$ cat src/verilog/clock_mode_defs.svh
// Register offsets, field positions, power mode codes and timing counts of the clock and mode block
`ifndef CLOCK_MODE_DEFS_SVH
`define CLOCK_MODE_DEFS_SVH

`define OFF_OSC_CTRL      8'h00
`define OFF_STATUS        8'h04
`define OFF_CONFIG        8'h08
`define OFF_WAKE_EN       8'h0C

`define OSC_SEL_BIT       0
`define OSC_STOP_BIT      1
`define OSC_PMODE_LO      2
`define OSC_PMODE_HI      3

`define STAT_PD_BIT       3
`define STAT_TO_BIT       4
`define STAT_MODE_LO      8
`define STAT_SETTLE_BIT   12
`define STAT_VECTOR_BIT   13

`define CFG_DIV4_BIT      0
`define CFG_START_FAST    1
`define CFG_XTAL_BIT      2
`define CFG_CLKOUT_BIT    3
`define CFG_RC_LO         4
`define CFG_RC_HI         6
`define CFG_GIE_BIT       8

`define PMODE_RUN         2'h0
`define PMODE_HALT        2'h1
`define PMODE_STBY        2'h2

`define WAKE_XTAL_CYCLES  10'h200
`define WAKE_RC_CYCLES    10'h010

`endif

$ cat src/verilog/clock_mode_pkg.sv
// Types shared by the clock and mode block
package clock_mode_pkg;
   typedef enum logic [2:0] {
      MODE_NORMAL,
      MODE_SLOW,
      MODE_STANDBY,
      MODE_HALT,
      MODE_SETTLE
   } op_mode_t;
endpackage

$ cat src/verilog/clock_mode_ctrl.sv
// Dual clock selection and power mode control with an AHB-Lite register slave
`include "clock_mode_defs.svh"

// Operation
// (RULE_01) High clock select 1 picks fast oscillator, 0 picks slow oscillator.
// (RULE_02) Instruction clock is system clock divided by two or four per option.
// (RULE_03) After reset start in Normal if startup option fast, else Slow.
// (RULE_04) Normal runs fast clock, slow oscillator keeps running, peripherals per enables.
// (RULE_05) Writing select 0 goes to Slow, writing 1 returns to Normal.
// (RULE_06) Slow mode keeps fast oscillator; only stop bit written 1 stops it.
// (RULE_07) Software switches to Slow before stopping fast oscillator, never together.
// (RULE_08) Power mode field bits 3:2 written 10b enters Standby.
// (RULE_09) Sleep instruction or field written 01b enters Halt.
// (RULE_10) Halt entry clears power-down flag, sets timeout flag, clears watchdog.
// (RULE_11) Halt stops execution, peripherals and both oscillators.
// (RULE_12) Standby stops execution; slow oscillator and enabled timers keep running.
// (RULE_13) Standby wakes on timer, watchdog, pin change or external interrupt.
// (RULE_14) Halt wakes only on watchdog, pin change or external interrupt.
// (RULE_15) After wake resume Normal if select is 1, Slow if 0.
// (RULE_16) Fast stop with Halt entry in one write is accepted.
// (RULE_17) Internal fast RC frequency chosen among 1,2,4,8,16,20 MHz.
// (RULE_18) Without crystal, oscillator pins are I/O, one may output instruction clock.
// (RULE_19) Halt wake waits 512 cycles with crystal, otherwise 16.
// (RULE_20) With global interrupts enabled, wake branches to vector, else continues.
// (RULE_21) Wake returns power mode field to its running value.
module clock_mode_ctrl (
   input  wire logic        clock,
   input  wire logic        nrst,
   input  wire logic        hsel,
   input  wire logic [7:0]  haddr,
   input  wire logic [1:0]  htrans,
   input  wire logic        hwrite,
   input  wire logic [2:0]  hsize,
   input  wire logic [31:0] hwdata,
   input  wire logic        hready,
   output logic      [31:0] hrdata,
   output logic             hreadyout,
   output logic             hresp,
   input  wire logic        sleep_exec,
   input  wire logic        clear_watchdog_exec,
   input  wire logic        global_irq_enable,
   input  wire logic [3:0]  timer_wake,
   input  wire logic [3:0]  timer_enable,
   input  wire logic        watchdog_wake,
   input  wire logic        pin_change_wake,
   input  wire logic        ext_irq_wake,
   input  wire logic        startup_fast_strap,
   output logic             fast_osc_run,
   output logic             slow_osc_run,
   output logic             sys_clk_is_fast,
   output logic             inst_clk_en,
   output logic             cpu_run,
   output logic             periph_enable,
   output logic [3:0]       timer_active,
   output logic             watchdog_clear,
   output logic             wake_to_vector,
   output logic             crystal_in_pin_is_io,
   output logic             crystal_out_pin_is_io,
   output logic             crystal_out_pin_clk,
   output logic [2:0]       fast_rc_freq_sel
);

   clock_mode_pkg::op_mode_t mode_r;
   clock_mode_pkg::op_mode_t mode_nxt;

   logic        high_clock_select_r;
   logic        fast_osc_stop_r;
   logic [1:0]  power_mode_field_r;
   logic        power_down_flag_r;
   logic        timeout_flag_r;
   logic [8:0]  config_r;
   logic        cfg_loaded_r;
   logic [9:0]  settle_cnt_r;
   logic        vector_r;
   logic        gie_entry_r;
   logic [1:0]  div_cnt_r;
   logic        wdog_clr_r;
   logic [31:0] hrdata_r;
   logic        sync_a_r;
   logic        sync_b_r;

   logic        ph_valid_r;
   logic        ph_write_r;
   logic [7:0]  ph_addr_r;

   logic        wr_osc;
   logic        wr_cfg;
   logic [1:0]  wr_pmode;
   logic        enter_halt;
   logic        enter_stby;
   logic        wake_stby;
   logic        wake_halt;
   logic        running;

   function automatic logic sel_mode(input logic sel);
      sel_mode = sel;
   endfunction

   // Running mode picked by a select value
   function automatic clock_mode_pkg::op_mode_t run_mode(input logic sel);
      run_mode = sel_mode(sel) ? clock_mode_pkg::MODE_NORMAL : clock_mode_pkg::MODE_SLOW;
   endfunction

   // Strap comes from a pin: two flops before use
   always_ff @(posedge clock) begin
      sync_a_r <= startup_fast_strap;
      sync_b_r <= sync_a_r;
   end

   // AHB-Lite address phase capture; every access completes with zero wait
   always_ff @(posedge clock) begin
      if (!nrst) begin
         ph_valid_r <= 1'b0;
         ph_write_r <= 1'b0;
         ph_addr_r  <= 8'h00;
      end else if (hready) begin
         ph_valid_r <= hsel && htrans[1];
         ph_write_r <= hwrite;
         ph_addr_r  <= haddr;
      end
   end

   assign hreadyout = 1'b1;
   assign hresp     = 1'b0;

   assign wr_osc   = ph_valid_r && ph_write_r && (ph_addr_r == `OFF_OSC_CTRL);
   assign wr_cfg   = ph_valid_r && ph_write_r && (ph_addr_r == `OFF_CONFIG);
   assign wr_pmode = hwdata[`OSC_PMODE_HI:`OSC_PMODE_LO];
   assign running  = (mode_r == clock_mode_pkg::MODE_NORMAL) ||
                     (mode_r == clock_mode_pkg::MODE_SLOW);

   // Sleep only counts while the core executes
   assign enter_halt = running && (sleep_exec ||
                       (wr_osc && wr_pmode == `PMODE_HALT)); // RULE_09
   assign enter_stby = running && !sleep_exec &&
                       wr_osc && wr_pmode == `PMODE_STBY; // RULE_08
   assign wake_stby  = (|timer_wake) || watchdog_wake ||
                       pin_change_wake || ext_irq_wake; // RULE_13
   assign wake_halt  = watchdog_wake || pin_change_wake || ext_irq_wake; // RULE_14

   // Configuration options; first cycle after reset release picks strap, bus writes load them after
   always_ff @(posedge clock) begin
      if (!nrst) begin
         config_r     <= 9'h000;
         cfg_loaded_r <= 1'b0;
      end else if (!cfg_loaded_r) begin
         config_r[`CFG_START_FAST] <= sync_b_r;
         cfg_loaded_r              <= 1'b1;
      end else if (wr_cfg) begin
         config_r <= hwdata[8:0];
      end
   end

   // Oscillator control register
   always_ff @(posedge clock) begin
      if (!nrst) begin
         high_clock_select_r <= 1'b1;
         fast_osc_stop_r     <= 1'b0;
      end else if (!cfg_loaded_r) begin
         high_clock_select_r <= sync_b_r; // RULE_03
      end else if (wr_osc) begin
         high_clock_select_r <= hwdata[`OSC_SEL_BIT]; // RULE_05
         fast_osc_stop_r     <= hwdata[`OSC_STOP_BIT]; // RULE_06 RULE_16
      end
   end

   // Power mode field mirrors the mode; returns to run value on wake
   always_ff @(posedge clock) begin
      if (!nrst) begin
         power_mode_field_r <= `PMODE_RUN;
      end else if (enter_halt) begin
         power_mode_field_r <= `PMODE_HALT;
      end else if (enter_stby) begin
         power_mode_field_r <= `PMODE_STBY;
      end else if (mode_nxt == clock_mode_pkg::MODE_NORMAL ||
                   mode_nxt == clock_mode_pkg::MODE_SLOW) begin
         power_mode_field_r <= `PMODE_RUN; // RULE_21
      end
   end

   // Mode machine
   // A sleep request in the same write wins over its select change
   always_comb begin
      mode_nxt = mode_r;
      case (mode_r)
         clock_mode_pkg::MODE_NORMAL,
         clock_mode_pkg::MODE_SLOW: begin
            if (enter_halt) begin
               mode_nxt = clock_mode_pkg::MODE_HALT;
            end else if (enter_stby) begin
               mode_nxt = clock_mode_pkg::MODE_STANDBY;
            end else if (wr_osc) begin
               mode_nxt = run_mode(hwdata[`OSC_SEL_BIT]); // RULE_05
            end else if (!cfg_loaded_r) begin
               mode_nxt = run_mode(sync_b_r); // RULE_03
            end
         end
         clock_mode_pkg::MODE_STANDBY: begin
            // No settle time: an oscillator is still running
            if (wake_stby) begin
               mode_nxt = run_mode(high_clock_select_r); // RULE_15
            end
         end
         clock_mode_pkg::MODE_HALT: begin
            if (wake_halt) begin
               mode_nxt = clock_mode_pkg::MODE_SETTLE;
            end
         end
         clock_mode_pkg::MODE_SETTLE: begin
            if (settle_cnt_r == 10'h001) begin
               mode_nxt = run_mode(high_clock_select_r); // RULE_15
            end
         end
         default: begin
            mode_nxt = clock_mode_pkg::MODE_NORMAL;
         end
      endcase
   end

   always_ff @(posedge clock) begin
      if (!nrst) begin
         mode_r <= clock_mode_pkg::MODE_NORMAL;
      end else begin
         mode_r <= mode_nxt;
      end
   end

   // Oscillator settle count after Halt wake
   always_ff @(posedge clock) begin
      if (!nrst) begin
         settle_cnt_r <= 10'h000;
      end else if (mode_r == clock_mode_pkg::MODE_HALT && wake_halt) begin
         settle_cnt_r <= config_r[`CFG_XTAL_BIT] ? `WAKE_XTAL_CYCLES
                                                 : `WAKE_RC_CYCLES; // RULE_19
      end else if (settle_cnt_r != 10'h000) begin
         settle_cnt_r <= settle_cnt_r - 10'h001;
      end
   end

   // Interrupt enable is taken as software left it when sleep starts
   always_ff @(posedge clock) begin
      if (!nrst) begin
         gie_entry_r <= 1'b0;
      end else if (enter_halt || enter_stby) begin
         gie_entry_r <= global_irq_enable || config_r[`CFG_GIE_BIT]; // RULE_20
      end
   end

   // Vector branch pulse on wake, held one cycle
   always_ff @(posedge clock) begin
      if (!nrst) begin
         vector_r <= 1'b0;
      end else begin
         vector_r <= !running && (mode_nxt == clock_mode_pkg::MODE_NORMAL ||
                     mode_nxt == clock_mode_pkg::MODE_SLOW) &&
                     gie_entry_r; // RULE_20
      end
   end

   // Status flags; Halt entry beats a watchdog clear in the same cycle
   always_ff @(posedge clock) begin
      if (!nrst) begin
         power_down_flag_r <= 1'b1;
         timeout_flag_r    <= 1'b1;
      end else if (enter_halt) begin
         power_down_flag_r <= 1'b0; // RULE_10
         timeout_flag_r    <= 1'b1; // RULE_10
      end else if (clear_watchdog_exec) begin
         power_down_flag_r <= 1'b1;
         timeout_flag_r    <= 1'b1;
      end else if (watchdog_wake) begin
         timeout_flag_r <= 1'b0;
      end
   end

   always_ff @(posedge clock) begin
      if (!nrst) begin
         wdog_clr_r <= 1'b0;
      end else begin
         wdog_clr_r <= enter_halt; // RULE_10
      end
   end

   // Instruction clock enable; counts only while executing
   always_ff @(posedge clock) begin
      if (!nrst) begin
         div_cnt_r <= 2'h0;
      end else if (!running) begin
         div_cnt_r <= 2'h0;
      end else if (config_r[`CFG_DIV4_BIT]) begin
         div_cnt_r <= div_cnt_r + 2'h1; // RULE_02
      end else begin
         div_cnt_r <= {1'b0, ~div_cnt_r[0]}; // RULE_02
      end
   end

   // Register read data
   // Taken at the address phase so it stands through the whole data phase
   always_ff @(posedge clock) begin
      if (!nrst) begin
         hrdata_r <= 32'h0000_0000;
      end else if (hready && hsel && htrans[1] && !hwrite) begin
         if (haddr == `OFF_OSC_CTRL) begin
            hrdata_r <= {28'h0000000, power_mode_field_r,
                         fast_osc_stop_r, high_clock_select_r};
         end else if (haddr == `OFF_STATUS) begin
            hrdata_r <= {18'h00000, vector_r, (settle_cnt_r != 10'h000),
                         1'b0, mode_r, 3'h0, timeout_flag_r,
                         power_down_flag_r, 3'h0};
         end else if (haddr == `OFF_CONFIG) begin
            hrdata_r <= {23'h000000, config_r};
         end else begin
            hrdata_r <= 32'h0000_0000;
         end
      end
   end

   assign hrdata = hrdata_r;

   // Clock and mode outputs
   always_comb begin
      sys_clk_is_fast = high_clock_select_r; // RULE_01
      cpu_run         = running;
      periph_enable   = running; // RULE_04 RULE_12
      slow_osc_run    = mode_r != clock_mode_pkg::MODE_HALT; // RULE_04 RULE_11 RULE_12
      fast_osc_run    = !fast_osc_stop_r && mode_r != clock_mode_pkg::MODE_HALT; // RULE_11
      timer_active    = (mode_r == clock_mode_pkg::MODE_HALT) ? 4'h0
                                                              : timer_enable; // RULE_12
      inst_clk_en     = running && div_cnt_r == 2'h0;
   end

   assign watchdog_clear        = wdog_clr_r;
   assign wake_to_vector        = vector_r;
   assign fast_rc_freq_sel      = config_r[`CFG_RC_HI:`CFG_RC_LO]; // RULE_17
   assign crystal_in_pin_is_io  = !config_r[`CFG_XTAL_BIT]; // RULE_18
   assign crystal_out_pin_is_io = !config_r[`CFG_XTAL_BIT] && !config_r[`CFG_CLKOUT_BIT];
   // Pin follows the instruction clock phase, so it tracks the divider setting
   assign crystal_out_pin_clk   = !config_r[`CFG_XTAL_BIT] && config_r[`CFG_CLKOUT_BIT] &&
                                  (config_r[`CFG_DIV4_BIT] ? div_cnt_r[1]
                                                           : div_cnt_r[0]); // RULE_18

endmodule

$ cat config.mk
export PLATFORM = sky130hd
export DESIGN_NAME = clock_mode_ctrl
export DESIGN_NICKNAME = d
export VERILOG_FILES = /design/src/verilog/clock_mode_pkg.sv /design/src/verilog/clock_mode_ctrl.sv
export VERILOG_INCLUDE_DIRS = /design/src /design/src/verilog
export SDC_FILE = /design/constraint.sdc
export NUM_CORES = 1
export LEC_CHECK = 0
export BUFFER_PORTS_ARGS = -buffer_cell sky130_fd_sc_hd__buf_2
export CORE_UTILIZATION = 46
export CTS_CLUSTER_DIAMETER = 100
export DETAILED_ROUTE_END_ITERATION = 10
export GPL_ROUTABILITY_DRIVEN = 0
export PLACE_DENSITY = 0.82
export SLEW_MARGIN = 20
export SYNTH_ARGS = -nofsm -noshare
export SYNTH_HDL_FRONTEND = slang
export SYNTH_SLANG_ARGS = --single-unit
$ cat constraint.sdc
create_clock -name clock -period 5.7 [get_ports clock]
set_clock_uncertainty 0.1 [all_clocks]
set_input_delay 0.57 -clock clock [delete_from_list [all_inputs] [get_ports clock]]
set_output_delay 0.57 -clock clock [all_outputs]
set_load 0.02 [all_outputs]
==> implementation parameters <==
Parameter                              Value

Layout
  Commonest cells after routing, fill and taps aside ... buf_2 (68), dfxtp_1 (59), nor2_1 (55)
  Total number of nets in the final design ... 455
  Count of antenna diodes in the layout ... 0
  Synth-to-layout area growth ... 17.4%
  Sequential Area ... 0.00118 sq mm
  Post-route cell area ... 0.00334 sq mm
  Area used by multi-input combinational logic ... 0.00146 sq mm
  Fraction of final layout cells with drive strength greater than 1 ... 24.1%
  Filler cell count ... 536
  Most common library cell in the layout ignoring fill and taps ... buf_2

Timing
  Setup repair after global routing missed its margin ... false
  Number of endpoints with negative hold slack in the final report ... 0
  Setup Viol. Count Final ... 0
  Summed negative setup slack over all endpoints ... 0 ps
  Shortest period the worst path allows ... 2580 ps
  Achievable Freq ... 387 MHz
  Slew at the pin closest to its max-slew limit ... 1020 ps
  Period utilization ... 45.3%
  Final-report max-slew violation count ... 0
  Relative slew slack ... 31.4%

Placed design
  Post-DP Area ... 0.00311 sq mm
  PortBufs ... 68
  Hpwl dp ... 4.68 mm

Drt
  Total Wirelength ... 6.42 mm
  Number of nets with antenna violations after detailed routing ... 0
  DR iter-0 viols ... 79
  Total via count in the routed design ... 2444
  Wire length per cell after detailed routing ... 13.8 um
  Pre-antenna DRT Iters ... 5
  Average vias per placed instance ... 5.26
  Final routed DRC violation total ... 0

Worst hold path
  Min-Delay Path Class ... register to register

Worst setup path
  Peak fanout along the critical path ... 16
  Top cell family by delay on the critical path ... simple AND/OR/NAND/NOR gates
  CP Capture Type ... register
  Buf+Inv Stages, Crit Path ... 1
  Critical path's slowest cell ... nand4b_1
  Arr. time, crit path ... 2720 ps
  Type of the worst setup path ... primary input to register
  Ordered cell list for the critical path ... buf_2 -> nand4b_1 -> nand3b_1 -> nor2b_1 -> a222oi_1 -> nor2_1
  Critical path required time ... 5840 ps
  Startpoint types ... primary input
  Maximum cell stage delay along the critical path ... 590 ps

Global route
  Number of global-route vias before repair ... 2178
  Maximum number of pins on one net before global-route repair ... 37
  Total routing usage reported by global routing ... 21.3%
  Leftover overflow at the end of global routing ... 0
  First-pass GRT wire length ... 10.3 mm
  Number of antenna violations at the first check in global routing ... 0

Synthesis
  Synthesized area per cell ... 8.77 sq um
  Count of state elements after synthesis ... 59
  Leading register cell type out of synthesis ... dfxtp_1
  Cell count after synthesis ... 324
  Number of enable-type register cells in the synthesized netlist ... 0
  Number of synthesis warnings ... 0
  Mapped cell area ... 0.00284 sq mm
  Distinct cell type count of the synthesized netlist ... 54
  Sequential element share of the synthesized area ... 41.5%
  Async S/R FF share, synth ... 0%

Power
  Power density cells ... 370 mW/mm^2
  Static power due to leakage ... 1.52 nW
  Worst ir drop on vdd ... 0.000168 V

CTS
  Clock H-tree levels ... 3
  Clock tree from TritonCTS ... built
  Number of sinks driven by the clock tree ... 59
  Root Driver ... clkbuf_8
  Total setup buffers inserted after CTS ... 0
  Quantity of gates resized following cts ... 0
  Hold_buf cts ... 0
  Skew-Pair Late Insertion Delay ... 330 ps
  Cts bufs inserted ... 9
  CTS Buffer Depth ... 2
  Register clock-pin slew on the reported worst setup and hold paths ... 60 ps

Die
  Vert. Die Dim ... 80.6 um
  Initial Utilization ... 47.7%
  Number of rows created at floorplan ... 28
  I/O pin count ... 117
  Die area ... 0.00650 sq mm
  Floorplan die width ... 80.6 um
  Placeable core region ... 0.00596 sq mm

Outcome
  Run status ... finished, final reports clean

Run
  Max-capacitance violation count ... 0
-- worst paths after layout --
path                start             end  cells past startpoint  slack, ps
max                hready       hrdata[0]                      6       3120
min              sync_a_r        sync_b_r                      0        230
max reg2reg  ph_addr_r[0]  wake_to_vector                      5       3470
min reg2reg      sync_a_r        sync_b_r                      0        230
-- flip-flops by register name, summed over array words and instances (netlist names), 2 cells and up --
signal              cells
config_r                9
div_cnt_r               2
hrdata                 13
mode_r                  3
ph_addr_r               8
power_mode_field_r      2
settle_cnt_r           10
-- cell usage after synthesis (all sizes together), types with 3 or more instances --
master / instances / share of area (%)
a21oi: 17 / 3.1
nand2: 21 / 2.8
clkbuf: 9 / 1.2
and2: 5 / 1.1
nand2b: 6 / 1.3
ha: 4 / 1.8
mux2i: 21 / 7.4
o21ai: 7 / 1.2
nand3: 8 / 1.6
a222oi: 3 / 1.1
inv: 8 / 1.1
nand4b: 3 / 0.92
a22oi: 9 / 2.4
nor2: 56 / 7.5
nor3: 7 / 1.4
xor2: 4 / 1.2
buf: 27 / 7.1
nand3b: 6 / 1.6
dfxtp: 59 / 42
nor4: 4 / 1.4
nor2b: 7 / 1.5
-- layer usage --
layer / wire length (um) / vias up / track usage, %
met4: 127 / 0 / 7.86
met3: 352 / 10 / 7.84
met5: 0 / - / 0
li1: - / 1201 / -
met1: 2910 / 1137 / 25.6
met2: 3030 / 96 / 34.4
-- cell families after synthesis --
family | count (synthesis) | share of synthesized area (%)
and+or+nand+nor | 132 | 23.9
DFF | 59 | 41.5
AOI/OAI and AO/OA | 54 | 13.4
buffers and inverters | 45 | 9.51
muxes | 22 | 7.79
xor gates and xnor gates | 6 | 1.85
adders and majority gates | 4 | 1.76
other | 2 | 0.264
-- power by group --
group / total, W / internal, W / switching [W]
sequential: 0.000500 / 0.000456 / 0.0000436
clock: 0.000427 / 0.000268 / 0.000159
combinational: 0.000309 / 0.000124 / 0.000185
-- per-stage QoR --
stage	hold WS (ps)	utilization (%)	worst slack [ps]	power (W)	cells
floorplan	210	-	3810	0.000751	343
detailed placement	223	52.2	2800	0.000809	450
global route	211	56.0	2980	0.00131	465
CTS	225	56.0	3130	0.00124	465
global placement	211	52.2	2910	0.000796	450
finish	231	56.0	3120	0.00124	465
-- cell type report --
| cell class | instances | area share, % |
|---|---|---|
| clock buffer | 11 | 4.54 |
| sequential | 59 | 35.4 |
| tap | 75 | 2.81 |
| multi-input combinational | 239 | 43.8 |
| inverter | 9 | 1.01 |
| timing repair buffer | 68 | 10.2 |
| clock inverter | 4 | 2.21 |
Power figures use the tool's default switching activity.
